`src/hdl/alpha_decoder_regs.vh`:
```
// Constants for the alpha-field decoder
`ifndef ALPHA_DECODER_REGS_VH
`define ALPHA_DECODER_REGS_VH

// Scheme codes in the leading octet, and the padding octet
`define SCHEME_PAIR 8'h80
`define SCHEME_HALF 8'h81
`define SCHEME_FULL 8'h82
`define PAD_OCTET 8'hFF
// Bit position of the offset/default selector
`define SEL_BIT 7

`endif

```
`src/hdl/ucs2_alpha_field_decoder.v`:
```
// Decoder from stored alpha-field octets to 16-bit code points
// Function
// - Leading octet 80h: remaining octets pair into 16-bit characters.
// - Pairwise: first octet of pair is upper half, second is lower half.
// - Leading octet 81h: next octet is the character count.
// - Scheme 81h base is third octet in bits 14..7, others zero.
// - From fourth octet, top bit clear yields a 7-bit default character.
// - Compressed schemes: top bit set yields base plus low seven bits.
// - Leading octet 82h: count then 16-bit base from octets three and four.
// - Scheme 82h characters start at fifth octet, decoded by top bit.
// - All three schemes are supported; 81h offset characters reach at most 7FFFh.
// - Compressed: decode at most count characters; FFh inside count is valid.
`timescale 1ns/100ps
`default_nettype none
`include "alpha_decoder_regs.vh"

// ------------------------------------------------------------
// Decoder
// ------------------------------------------------------------
// Limitations: a single result register sits between the octet side
// and the character side, so a stalled consumer holds in_ready low.
// A count larger than the octets sent ends with the field, not the count.
module ucs2_alpha_field_decoder (
  input wire mclk,
  input wire sys_rst,
  input wire clk_en,
  input wire in_valid,
  input wire [7:0] in_octet,
  input wire in_last,
  output reg in_ready,
  output reg out_valid,
  output reg [15:0] out_char,
  output reg out_default,
  output reg out_last,
  input wire out_ready
);

  // ------------------------------------------------------------
  // States
  // ------------------------------------------------------------
  localparam [2:0] ST_LEAD = 3'd0;
  localparam [2:0] ST_COUNT = 3'd1;
  localparam [2:0] ST_BASE_HI = 3'd2;
  localparam [2:0] ST_BASE_LO = 3'd3;
  localparam [2:0] ST_BODY = 3'd4;
  localparam [2:0] ST_PAIR_HI = 3'd5;
  localparam [2:0] ST_PAIR_LO = 3'd6;
  localparam [2:0] ST_DRAIN = 3'd7;

  // ------------------------------------------------------------
  // Registers
  // ------------------------------------------------------------
  reg [2:0] state_r;
  reg [1:0] scheme_r; // 0 plain, 1 pair, 2 half, 3 full
  reg [7:0] count_r;
  reg [15:0] base_r;
  reg [7:0] upper_code_octet_r;

  // ------------------------------------------------------------
  // Handshake
  // ------------------------------------------------------------
  // Out register is free when empty or being taken this cycle
  wire out_free = !out_valid || out_ready;
  wire take = in_valid && in_ready;

  // ------------------------------------------------------------
  // Character decode shared by compressed schemes and plain text
  // ------------------------------------------------------------
  function [16:0] decode_octet;
    input [7:0] oct;
    input [15:0] base;
    begin
      if (oct[`SEL_BIT])
        decode_octet = {1'b0, base + {9'h000, oct[6:0]}};
      else
        decode_octet = {1'b1, 9'h000, oct[6:0]};
    end
  endfunction

  // Base plus offset may wrap past FFFFh; the writer picks bases that never do
  wire [16:0] dec = decode_octet(in_octet, base_r);

  // ------------------------------------------------------------
  // States whose octet yields no character, except ST_LEAD on a plain-text first octet
  // ------------------------------------------------------------
  // Only character takes need the one-cycle pause, so header
  // octets can still stream back to back.
  function header_state;
    input [2:0] st;
    begin
      case (st)
        ST_LEAD: header_state = 1'b1;
        ST_COUNT: header_state = 1'b1;
        ST_BASE_HI: header_state = 1'b1;
        ST_BASE_LO: header_state = 1'b1;
        ST_PAIR_HI: header_state = 1'b1;
        ST_DRAIN: header_state = 1'b1;
        default: header_state = 1'b0;
      endcase
    end
  endfunction

  // ------------------------------------------------------------
  // Main sequencer
  // ------------------------------------------------------------
  always @(posedge mclk or posedge sys_rst) begin
    if (sys_rst) begin
      state_r <= ST_LEAD;
      scheme_r <= 2'd0;
      count_r <= 8'h00;
      base_r <= 16'h0000;
      upper_code_octet_r <= 8'h00;
      in_ready <= 1'b0;
      out_valid <= 1'b0;
      out_char <= 16'h0000;
      out_default <= 1'b0;
      out_last <= 1'b0;
    end else if (clk_en) begin
      if (out_valid && out_ready)
        out_valid <= 1'b0;
      // Ready only while the output stage can accept a result next cycle
      in_ready <= out_free && !(take && !header_state(state_r));
      if (take) begin
        case (state_r)
          ST_LEAD: begin
            base_r <= 16'h0000;
            if (in_octet == `SCHEME_PAIR) begin
              scheme_r <= 2'd1;
              state_r <= in_last ? ST_LEAD : ST_PAIR_HI;
            end else if (in_octet == `SCHEME_HALF) begin
              scheme_r <= 2'd2;
              state_r <= in_last ? ST_LEAD : ST_COUNT;
            end else if (in_octet == `SCHEME_FULL) begin
              scheme_r <= 2'd3;
              state_r <= in_last ? ST_LEAD : ST_COUNT;
            end else if (in_octet[`SEL_BIT]) begin
              // No coding starts with a top-bit octet: blank padded record
              scheme_r <= 2'd0;
              state_r <= in_last ? ST_LEAD : ST_DRAIN;
            end else begin
              // No prefix: the leading octet is itself a character
              scheme_r <= 2'd0;
              out_valid <= 1'b1;
              out_char <= dec[15:0];
              out_default <= 1'b1;
              out_last <= in_last;
              in_ready <= 1'b0;
              state_r <= in_last ? ST_LEAD : ST_BODY;
            end
          end
          ST_COUNT: begin
            count_r <= in_octet;
            state_r <= in_last ? ST_LEAD : ST_BASE_HI;
          end
          ST_BASE_HI: begin
            if (scheme_r == 2'd2) begin
              base_r <= {1'b0, in_octet, 7'h00};
              state_r <= in_last ? ST_LEAD : (count_r == 8'h00 ? ST_DRAIN : ST_BODY);
            end else begin
              base_r[15:8] <= in_octet;
              state_r <= in_last ? ST_LEAD : ST_BASE_LO;
            end
          end
          ST_BASE_LO: begin
            base_r[7:0] <= in_octet;
            state_r <= in_last ? ST_LEAD : (count_r == 8'h00 ? ST_DRAIN : ST_BODY);
          end
          ST_BODY: begin
            // Plain text has no count and no padding semantics beyond FFh stop
            if (scheme_r == 2'd0 && in_octet == `PAD_OCTET) begin
              if (out_valid && !out_ready)
                out_last <= 1'b0;
              state_r <= in_last ? ST_LEAD : ST_DRAIN;
            end else begin
              out_valid <= 1'b1;
              out_char <= (scheme_r == 2'd0) ? {9'h000, in_octet[6:0]} : dec[15:0];
              out_default <= (scheme_r == 2'd0) ? 1'b1 : dec[16];
              in_ready <= 1'b0;
              if (scheme_r != 2'd0) begin
                count_r <= count_r - 8'h01;
                out_last <= in_last || count_r == 8'h01;
                state_r <= in_last ? ST_LEAD : (count_r == 8'h01 ? ST_DRAIN : ST_BODY);
              end else begin
                out_last <= in_last;
                state_r <= in_last ? ST_LEAD : ST_BODY;
              end
            end
          end
          ST_PAIR_HI: begin
            upper_code_octet_r <= in_octet;
            // Leftover single octet at field end is padding
            state_r <= in_last ? ST_LEAD : ST_PAIR_LO;
          end
          ST_PAIR_LO: begin
            if (upper_code_octet_r == `PAD_OCTET && in_octet == `PAD_OCTET) begin
              state_r <= in_last ? ST_LEAD : ST_DRAIN;
            end else begin
              out_valid <= 1'b1;
              out_char <= {upper_code_octet_r, in_octet};
              out_default <= 1'b0;
              out_last <= in_last;
              in_ready <= 1'b0;
              state_r <= in_last ? ST_LEAD : ST_PAIR_HI;
            end
          end
          ST_DRAIN: begin
            // Swallow trailing padding up to field end
            if (in_last)
              state_r <= ST_LEAD;
          end
          default: state_r <= ST_LEAD;
        endcase
      end
    end
  end

endmodule
`default_nettype wire

```
`config.mk`:
```
export PLATFORM = sky130hd
export DESIGN_NAME = ucs2_alpha_field_decoder
export DESIGN_NICKNAME = d
export VERILOG_FILES = /design/src/hdl/ucs2_alpha_field_decoder.v
export VERILOG_INCLUDE_DIRS = /design/src /design/src/hdl
export SDC_FILE = /design/constraint.sdc
export NUM_CORES = 1
export LEC_CHECK = 0
export ABC_CLOCK_PERIOD_IN_PS = 1920
export BUFFER_PORTS_ARGS = -buffer_cell sky130_fd_sc_hd__buf_2
export CORE_MARGIN = 4
export CORE_UTILIZATION = 45
export CTS_CLUSTER_DIAMETER = 100
export CTS_CLUSTER_SIZE = 12
export DETAILED_ROUTE_END_ITERATION = 16
export HOLD_SLACK_MARGIN = 0.12
export PLACE_DENSITY_LB_ADDON = 0.05
export SLEW_MARGIN = 20
export SYNTH_ARGS = -nofsm -noshare
export SYNTH_HDL_FRONTEND = slang
export SYNTH_SLANG_ARGS = --single-unit
```
`constraint.sdc`:
```
create_clock -name mclk -period 1.92 [get_ports mclk]
set_input_delay 0.288 -clock mclk [delete_from_list [all_inputs] [get_ports mclk]]
set_output_delay 0.288 -clock mclk [all_outputs]
set_load 0.01 [all_outputs]
```
==> reports/qor.yml, run 1 <==
status:
  status: "finished with violations"
  violations: "negative setup slack"
sta:
  slew_headroom: 0.6412
  tightest_slew_ns: 0.5358
  finalSetupTns_ns: -1.110
  fin_crit_ns: 2.124
  finalWorstSetupSlack_ns: -0.2040
  fmax_ghz: 0.4708
  report.final.slew_viol_count: 0
  rsz0062_at_grt: "yes"
  finClkSkew_ns: 0.01276
  hold_viol: 0
  setup_viol: 9
  finalCritPeriodShare: 1.106
pwr:
  worst_ir_drop_vdd_uv: 604.0
  cellPowerDensity_nw_per_um2: 1361
  p_leak_nw: 2.181
cells_and_area:
  nNetsFinal: 554
  syn_to_final_growth_pct: 32.99
  drive_above_1_share: 0.3352
  instances_no_fill: 639
  fin_util: 0.6108
  antennaDiodeCount: 0
yosys:
  synthFlopType: "dfrtp_1"
  syn_inst: 432
  syn_area_per_cell_sq_um: 8.692
  yosys-top-cells-area: "dfrtp_1 (38%), nand2_1 (5.4%), o21ai_0 (3.9%)"
  syn_nets: 457
  synth-warning-count: 0
  synth.area.mux_share: 0.04099
  synth-edff-count: 0
  synth_xor_area_frac: 0.01400
  synth_top_family_by_area: "simple AND/OR/NAND/NOR gates"
  seq_area_frac_synth: 0.3799
  synth_area_leader_cell: "dfrtp_1"
  synth_adder_area_share: 0.03865
  yosys-top-cells-count: "dfrtp_1 (57), nand2_1 (54), o21ai_0 (29)"
  synth_area_sq_um: 3755
  synth_simple_gate_area_frac: 0.2483
  synth-seq-cells: 57
  async_flop_share: 1.000
  yosys.cell_count.top_type: "dfrtp_1"
  synth_cell_type_count: 73
  synth_compound_area_frac: 0.2226
  yosysTopAreaCellShare: 0.3799
critical_path:
  path_class: "flip-flop to flip-flop"
  critPathLaunchType: "flip-flop"
  critical_path.top_delay_family: "compound AO/OA/AOI/OAI gates"
  cpMostUsedCell: "a211oi_2"
  slowest_delay_ns: 0.47
  cp_num_buf_inv: 0
  crit_fanout: 7
  crit_slowest_cell: "a311oi_1"
  end_kind: "flip-flop"
  cp_cell_sequence: "ha_2 -> fa_2 -> a211oi_2 -> o211ai_1 -> a311oi_1 -> a211oi_2 -> a21oi_1"
  crit_required_ns: 2.20
  cp.arrival_ns: 2.40
clocking:
  cts.path.max_buffers: 2
  cts_root_buf: "clkbuf_8"
  cts_buffers: 9
  cts_max_level: 3
  cts_sinks: 57
  clock_latency_ns: 0.35
  cts_tree: "built"
  clkTransAtPathRegs_ns: 0.08
detailed_routing:
  wirelength_um: 11290
  drc: 0
  wl_per_cell_um: 17.67
  routed-via-count: 3690
  antenna_left: 0
  initialDrtViolationCount: 174
  firstDrtPassIters: 7
  via_per_inst: 5.775
die:
  dieHeight_um: 99.35
  initial_core_util: 0.4593
  num_io_pins: 34
  die_area_sq_um: 9869
  core_area_sq_um: 8175
  rows: 33
  die_w_um: 99.35
global_route:
  grtUsageMet1: 0.3125
  grt.busiest_layer: "met2"
  grt_use_total: 0.2298
  grt.overflow.total: 0
  grt_pass1_vias: 3580
  antenna_found_initial: 0
  use_met2: 0.3631
  grt_pass1_wl_um: 18020
  use_met3: 0.03576
  grt_max_degree: 58
placed_design:
  dp.cells: 612
  gp_congestion: 0.8936
  hpwl_um: 7950
  numPortBuffers: 33
min_path:
  hold_path.class: "primary input to flip-flop"
flow_run:
  drv_cap: 0
-- power breakdown --
| group | internal, mW | switching [mW] | leakage (nW) | total [mW] |
|---|---|---|---|---|
| Combinational | 1.59 | 1.79 | 1.36 | 3.38 |
| Clock | 0.797 | 0.525 | 0.115 | 1.32 |
| Sequential | 1.70 | 0.393 | 0.710 | 2.10 |
-- repair_timing --
item | CTS | global route
endpoints found under the hold margin | 57 | 0
setup buffers | 1 | 7
pin swaps | 5 | 12
gates cloned | 0 | 2
hold buffers | 1 | 0
endpoints found under the setup margin | 9 | 15
gates resized for setup | 12 | 20
-- final cells by class --
class	count	area [sq um]
inverter	14	52.55
timing repair buffer	117	885.9
tap	105	131.4
multi-input combinational	330	2267
fill	718	3182
clock buffer	11	151.4
clock inverter	5	77.57
sequential	57	1428
-- worst paths after layout --
path	slack, ns	cells past startpoint	startpoint	to
worst min-delay path	0.29	3	in_last	out_last
worst max-delay path	-0.20	7	base_r[0]	out_char[10]
max in group asynchronous	1.13	4	sys_rst	out_last
min in group asynchronous	0.54	4	sys_rst	out_char[2]
worst min register to register	0.49	2	base_r[2]	base_r[2]
worst max register to register	-0.20	7	base_r[0]	out_char[10]
-- state kept, by name, indices dropped and copies added, names as in the netlist --
signal              flops
state_r                 3
out_valid               1
upper_code_octet_r      8
out_char               16
count_r                 8
out_default             1
base_r                 16
scheme_r                2
in_ready                1
out_last                1
-- cell families after synthesis --
logic type / after synthesis
simple gates: 175
fa+ha+maj: 11
xor+xnor: 6
flops: 57
buf+inv: 45
compound gates: 124
mux: 14
-- stage by stage --
step                hold slack (ns)  area, sq um  total power, mW  setup WS [ns]
floorplan                    0.4351         3762            3.960     -0.0007175
detailed placement           0.3708         4476            5.181        -0.2245
global placement             0.3681         4476            5.131        -0.2052
CTS                          0.2784         4803            6.607        -0.1643
global route                 0.2970         4994            7.290        -0.3341
finish                       0.2946         4994            6.797        -0.2040
-- tightest hold or removal path, cell delays in order --
cell	delay (ns)
buf_2	0.12
o21ai_0	0.11
o21ai_0	0.08
-- per-layer routing --
| layer | wire length (um) | share of wire | vias to the layer above |
|---|---|---|---|
| met4 | 193 | 0.017 | 0 |
| met5 | 0 | 0 | - |
| li1 | - | - | 1789 |
| met2 | 5485 | 0.49 | 82 |
| met1 | 5149 | 0.46 | 1807 |
| met3 | 461 | 0.041 | 12 |
-- layout by cell type, fill, tap and decap left out, drive strengths merged, types with 7 or more instances in the layout --
cell type / netlist / layout
a21oi: 25 / 25
a31oi: 12 / 12
and3: 8 / 8
buf: 15 / 113
clkbuf: 16 / 14
dfrtp: 57 / 57
ha: 10 / 10
inv: 13 / 13
mux2: 11 / 11
nand2: 54 / 54
nand3: 21 / 21
nand4: 8 / 8
nor2: 28 / 28
nor3: 10 / 10
o211ai: 7 / 7
o21ai: 33 / 33
Power figures use the tool's default switching activity.
==> run 2, diff against run 1 <==
--- a/config.mk
+++ b/config.mk
@@ -7,12 +7,11 @@
 export NUM_CORES = 1
 export LEC_CHECK = 0
 export ABC_CLOCK_PERIOD_IN_PS = 1920
-export BUFFER_PORTS_ARGS = -buffer_cell sky130_fd_sc_hd__buf_2
-export CORE_MARGIN = 4
 export CORE_UTILIZATION = 45
 export CTS_CLUSTER_DIAMETER = 100
 export CTS_CLUSTER_SIZE = 12
 export DETAILED_ROUTE_END_ITERATION = 16
+export DONT_BUFFER_PORTS = 1
 export HOLD_SLACK_MARGIN = 0.12
 export PLACE_DENSITY_LB_ADDON = 0.05
 export SLEW_MARGIN = 20
==> run 2 against run 1 <==
The run still ends with negative setup slack left. Core utilization decreased by 2.4 points. Clock skew increased by 0.0060 ns. Non-clock buffer count decreased by 52. Global-route usage increased by 3.2 points. Sequential share of layout area increased by 2.2 points. Final cell count decreased by 8.6%. Final area decreased by 7.3%. Routed wire length decreased by 1.5%. Die area decreased by 12%. Via count decreased by 4.3%.
==> reports/qor.yml, run 2 (synthesis results as in run 1) <==
status:
  status: "finished with violations"
  violations: "negative setup slack"
detailed_routing:
  initialDrtViolationCount: 221
  via_per_inst: 6.046
  wl_per_cell_um: 19.05
  antenna_left: 0
  drc: 0
  firstDrtPassIters: 4
  wirelength_um: 11130
  routed-via-count: 3531
clocking:
  cts_root_buf: "clkbuf_8"
  clock_latency_ns: 0.34
  cts_buffers: 9
  cts_max_level: 3
  cts_tree: "built"
  clkTransAtPathRegs_ns: 0.08
  cts_sinks: 57
  cts.path.max_buffers: 2
global_route:
  antenna_found_initial: 0
  grt_max_degree: 43
  grt_use_total: 0.2622
  grt_pass1_vias: 3359
  grt_pass1_wl_um: 17310
  grt.overflow.total: 0
placed_design:
  gp_congestion: 0.8658
  numPortBuffers: 0
  hpwl_um: 7294
min_path:
  hold_start: "in_octet[0]"
  whs_path_depth: 2
  hold_path.class: "primary input to flip-flop"
  hold_path_end: "out_char[0]"
die:
  num_io_pins: 34
  die_w_um: 93.35
  rows: 32
  core_area_sq_um: 7888
  initial_core_util: 0.4760
  dieHeight_um: 93.35
  die_area_sq_um: 8713
cells_and_area:
  syn_to_final_growth_pct: 23.33
  fin_util: 0.5871
  antennaDiodeCount: 0
  final_cell_mix: "dfrtp_1 (56), nand2_1 (54), buf_4 (50), nor2_1 (28), o21ai_0 (28)"
  drive_above_1_share: 0.2261
  nNetsFinal: 502
  final_common_cell: "dfrtp_1"
  largest_registers: "base_r: 16 flops, out_char: 16 flops"
critical_path:
  rrSetupSlack_ns: -0.22
  cp.arrival_ns: 2.35
  slowest_delay_ns: 0.39
  crit_slowest_cell: "dfrtp_1"
  r2r_cells: 7
  crit_required_ns: 2.13
  critPathLaunchType: "flip-flop"
  timing.rr.start: "base_r[0]"
  path_class: "flip-flop to flip-flop"
  rr_endpoint: "out_char[8]"
  end_kind: "flip-flop"
  cp_cell_sequence: "ha_2 -> fa_2 -> a211oi_2 -> o211ai_1 -> and3_1 -> a221oi_2 -> a21oi_1"
  crit_fanout: 7
pwr:
  swShare: 0.4003
  combPwrFrac: 0.435
  cellPowerDensity_nw_per_um2: 1370
  p_int_mw: 3.804
  p_leak_nw: 1.921
  seq_power_share: 0.360
  p_switching_mw: 2.539
  clkPwrFrac: 0.205
  worst_ir_drop_vdd_uv: 751.0
  finalPower_mw: 6.343
sta:
  finClkSkew_ns: 0.01874
  fmax_ghz: 0.4676
  finalWorstSetupSlack_ns: -0.2188
  hold_viol: 0
  setup_viol: 8
  report.final.slew_viol_count: 0
  rsz0062_at_grt: "yes"
  tightest_slew_ns: 0.5621
  slew_headroom: 0.6236
  fin_crit_ns: 2.139
  finalCritPeriodShare: 1.114
flow_run:
  drv_cap: 0
-- run 2: changes by cell type in the layout (fill, tap and decap cells not counted), sizes merged --
| cell | previous run | this run |
|---|---|---|
| clkinv | 3 | 1 |
| buf | 113 | 54 |
| dlygate4sd3 | 1 | 10 |
| clkbuf | 14 | 15 |
| clkinvlp | 1 | 0 |
-- run 2: cell type report --
cell class              count  area, sq um
clock buffers              14        162.7
clock inverters             2        60.06
fillers                   700         3257
inverters                  14        52.55
multi-input cells         330         2220
flip-flops and latches     57         1428
well taps                 102        127.6
repair buffers             65        580.6
-- run 2: per-stage QoR --
step / worst slack [ns] / hold slack (ns) / std cells / setup TNS [ns] / cell area (sq um)
final: -0.2188 / 0.1264 / 584 / -1.067 / 4631
after global routing: -0.3132 / 0.1206 / 584 / -2.091 / 4631
after CTS: -0.2362 / 0.05803 / 576 / -1.349 / 4497
after detailed placement: -0.2121 / 0.1749 / 551 / -1.428 / 4144
after global placement: -0.1324 / 0.1740 / 551 / -0.9900 / 4144
after floorplan: -0.0007175 / 0.4351 / 432 / -0.0007175 / 3762
-- run 2: worst max-delay path, delay by kind of cell (launching register included) --
family          cells  cell delay, ns
simple gates        1            0.26
flops               1            0.39
compound gates      4            0.83
fa+ha+maj           2            0.54
-- run 2: timing repair --
action	4_1_cts	5_1_grt
gates resized for setup	7	10
pin swaps	4	15
setup buffers	0	6
gates cloned	0	1
hold endpoints to repair	38	3
setup endpoints to repair	9	16
hold buffers	9	1
-- run 2: power groups by stage --
stage               logic [mW]  clock network [mW]  registers [mW]
finish                    2.76                1.30            2.29
CTS                       2.64                1.32            2.27
detailed placement        2.56                   0            2.28
global placement          2.52                   0            2.26
global route              3.05                1.38            2.35
floorplan                 1.83                   0            2.13
-- run 2: routing by layer --
layer  share of wire  vias up  GRT usage  wire [um]
li1                -     1684          -          -
met1            0.45     1726     0.3371       5008
met2            0.49      104     0.4375       5421
met3           0.040       17    0.05041        442
met4           0.023        0    0.09487        253
met5               0        -          0          0
-- run 2: worst max-delay path by stage --
stage	startpoint	end	slack, ns	cells past startpoint
after floorplan	base_r[0]	out_char[8]	-0.0007	7
after global placement	base_r[0]	out_char[8]	-0.13	7
after detailed placement	base_r[0]	out_char[8]	-0.21	7
after CTS	base_r[0]	out_char[8]	-0.24	7
after global routing	base_r[0]	out_char[8]	-0.31	7
final	base_r[0]	out_char[8]	-0.22	7
==> run 3, diff against run 2 <==
--- a/config.mk
+++ b/config.mk
@@ -7,7 +7,9 @@
 export NUM_CORES = 1
 export LEC_CHECK = 0
 export ABC_CLOCK_PERIOD_IN_PS = 1920
-export CORE_UTILIZATION = 45
+export CELL_PAD_IN_SITES_DETAIL_PLACEMENT = 0
+export CELL_PAD_IN_SITES_GLOBAL_PLACEMENT = 1
+export CORE_UTILIZATION = 44
 export CTS_CLUSTER_DIAMETER = 100
 export CTS_CLUSTER_SIZE = 12
 export DETAILED_ROUTE_END_ITERATION = 16
==> run 3 against run 2 <==
The flow still finishes with violations (negative setup slack). Worst hold slack improved by 0.017 ns. Maximum frequency down 0.61%. Power shrank 0.70%. Count of clock-buffer cells in the layout is 3 lower. Setup slack got worse by 0.013 ns. Combinational power up 8.7%. Sequential share of layout area decreased by 0.90 points. Die area is 2.2% higher.
==> reports/qor.yml, run 3 (synthesis results as in run 1) <==
status:
  status: "finished with violations"
  violations: "negative setup slack"
critical_path:
  timing.rr.start: "base_r[0]"
  crit_fanout: 6
  startpoint: "base_r[0]"
  path_class: "flip-flop to flip-flop"
  end_kind: "flip-flop"
  critPathLaunchType: "flip-flop"
  crit_required_ns: 2.13
  cp.arrival_ns: 2.36
cells_and_area:
  fin_area_sq_um: 4773
  nNetsFinal: 505
  antennaDiodeCount: 0
  final_cell_mix: "dfrtp_1 (55), nand2_1 (54), buf_4 (52), o21ai_0 (25), a21oi_1 (21)"
  largest_registers: "base_r: 16 flops, out_char: 16 flops"
  drive_above_1_share: 0.2769
  fillerInstances: 749
  syn_to_final_growth_pct: 27.12
  final_common_cell: "dfrtp_1"
global_route:
  grt_max_degree: 29
  grt_use_total: 0.2721
  grt.overflow.total: 0
  grt_pass1_wl_um: 17990
  antenna_found_initial: 0
  grt_pass1_vias: 3405
die:
  die_w_um: 94.38
  core_area_sq_um: 8258
  num_io_pins: 34
  rows: 33
  initial_core_util: 0.4547
  dieHeight_um: 94.38
  die_area_sq_um: 8908
sta:
  hold_viol: 0
  fin_crit_ns: 2.152
  setup_viol: 9
  finalSetupTns_ns: -0.9485
  whs_ns: 0.1431
  rsz0062_at_grt: "yes"
  finClkSkew_ns: 0.01127
  finalWorstSetupSlack_ns: -0.2319
  finalCritPeriodShare: 1.121
  slew_headroom: 0.6509
  fmax_ghz: 0.4647
  tightest_slew_ns: 0.5196
  report.final.slew_viol_count: 0
placed_design:
  numPortBuffers: 0
  hpwl_um: 7559
  gp_congestion: 0.8340
  placed_cell_area_sq_um: 4113
detailed_routing:
  wl_per_cell_um: 19.71
  routed-via-count: 3553
  wirelength_um: 11610
  initialDrtViolationCount: 279
  antenna_left: 0
  firstDrtPassIters: 5
  drc: 0
  via_per_inst: 6.032
clocking:
  cts_sinks: 57
  cts_max_level: 3
  cts_root_buf: "clkbuf_8"
  cts_tree: "built"
  cts_buffers: 9
  clock_latency_ns: 0.33
  clkTransAtPathRegs_ns: 0.07
  cts.path.max_buffers: 2
pwr:
  p_leak_nw: 1.948
  cellPowerDensity_nw_per_um2: 1320
  finalPower_mw: 6.299
  worst_ir_drop_vdd_uv: 838.5
flow_run:
  drv_cap: 0
min_path:
  hold_start: "in_last"
  hold_path.class: "primary input to flip-flop"
[run 3: path summary, 6_finish.rpt]
path | cells after the start | slack [ns] | to
worst min register to register | 2 | 0.51 | base_r[5]
worst max register to register | 8 | -0.23 | out_char[10]
min in group asynchronous | 2 | 0.45 | base_r[2]
worst max-delay path | 8 | -0.23 | out_char[10]
worst min-delay path | 2 | 0.14 | out_last
max in group asynchronous | 3 | 0.93 | state_r[0]
[run 3: area by class of cell]
cell class,instances,area [sq um],share of cell area
sequential,57,1429,0.2993
clock buffer,11,141.4,0.02962
timing repair buffer,68,630.6,0.1321
tap,105,131.4,0.02752
clock inverter,4,20.02,0.004194
multi-input combinational,330,2369,0.4962
inverter,14,52.55,0.01101
[run 3: through the flow]
stage	cells	setup slack, ns	utilization
2_1_floorplan	432	-0.0007175	-
3_3_place_gp	551	-0.1748	0.4980
3_5_place_dp	551	-0.2033	0.4980
4_1_cts	577	-0.1848	0.5374
5_1_grt	589	-0.2791	0.5780
6_report	589	-0.2319	0.5780
[run 3: repair_timing]
action | CTS | global route
pin swaps | 3 | 9
hold buffers | 9 | 0
cloned | 0 | 2
resized for setup | 9 | 46
setup buffers | 2 | 10
setup endpoints to repair | 9 | 18
endpoints found under the hold margin | 43 | 0
[run 3: worst max-delay path: stages, from the launching register on]
cell and delay, ns:
dfrtp_1 0.39, ha_2 0.19, fa_2 0.35, a211oi_2 0.27, o211ai_1 0.20, buf_4 0.21, nor4b_4 0.12, a211oi_1 0.20
a21oi_1 0.09
[run 3: routing by layer]
| layer | GRT usage | vias up | routed length, um |
|---|---|---|---|
| met5 | 0 | - | 0 |
| met4 | 0.07949 | 0 | 221 |
| met3 | 0.04509 | 17 | 623 |
| met2 | 0.4577 | 109 | 5700 |
| met1 | 0.3587 | 1730 | 5064 |
| li1 | - | 1697 | - |
[run 3: power breakdown]
group | switching [mW] | total (mW) | internal, mW
combinational | 1.54 | 3.00 | 1.46
clock | 0.479 | 0.967 | 0.487
sequential | 0.624 | 2.33 | 1.71
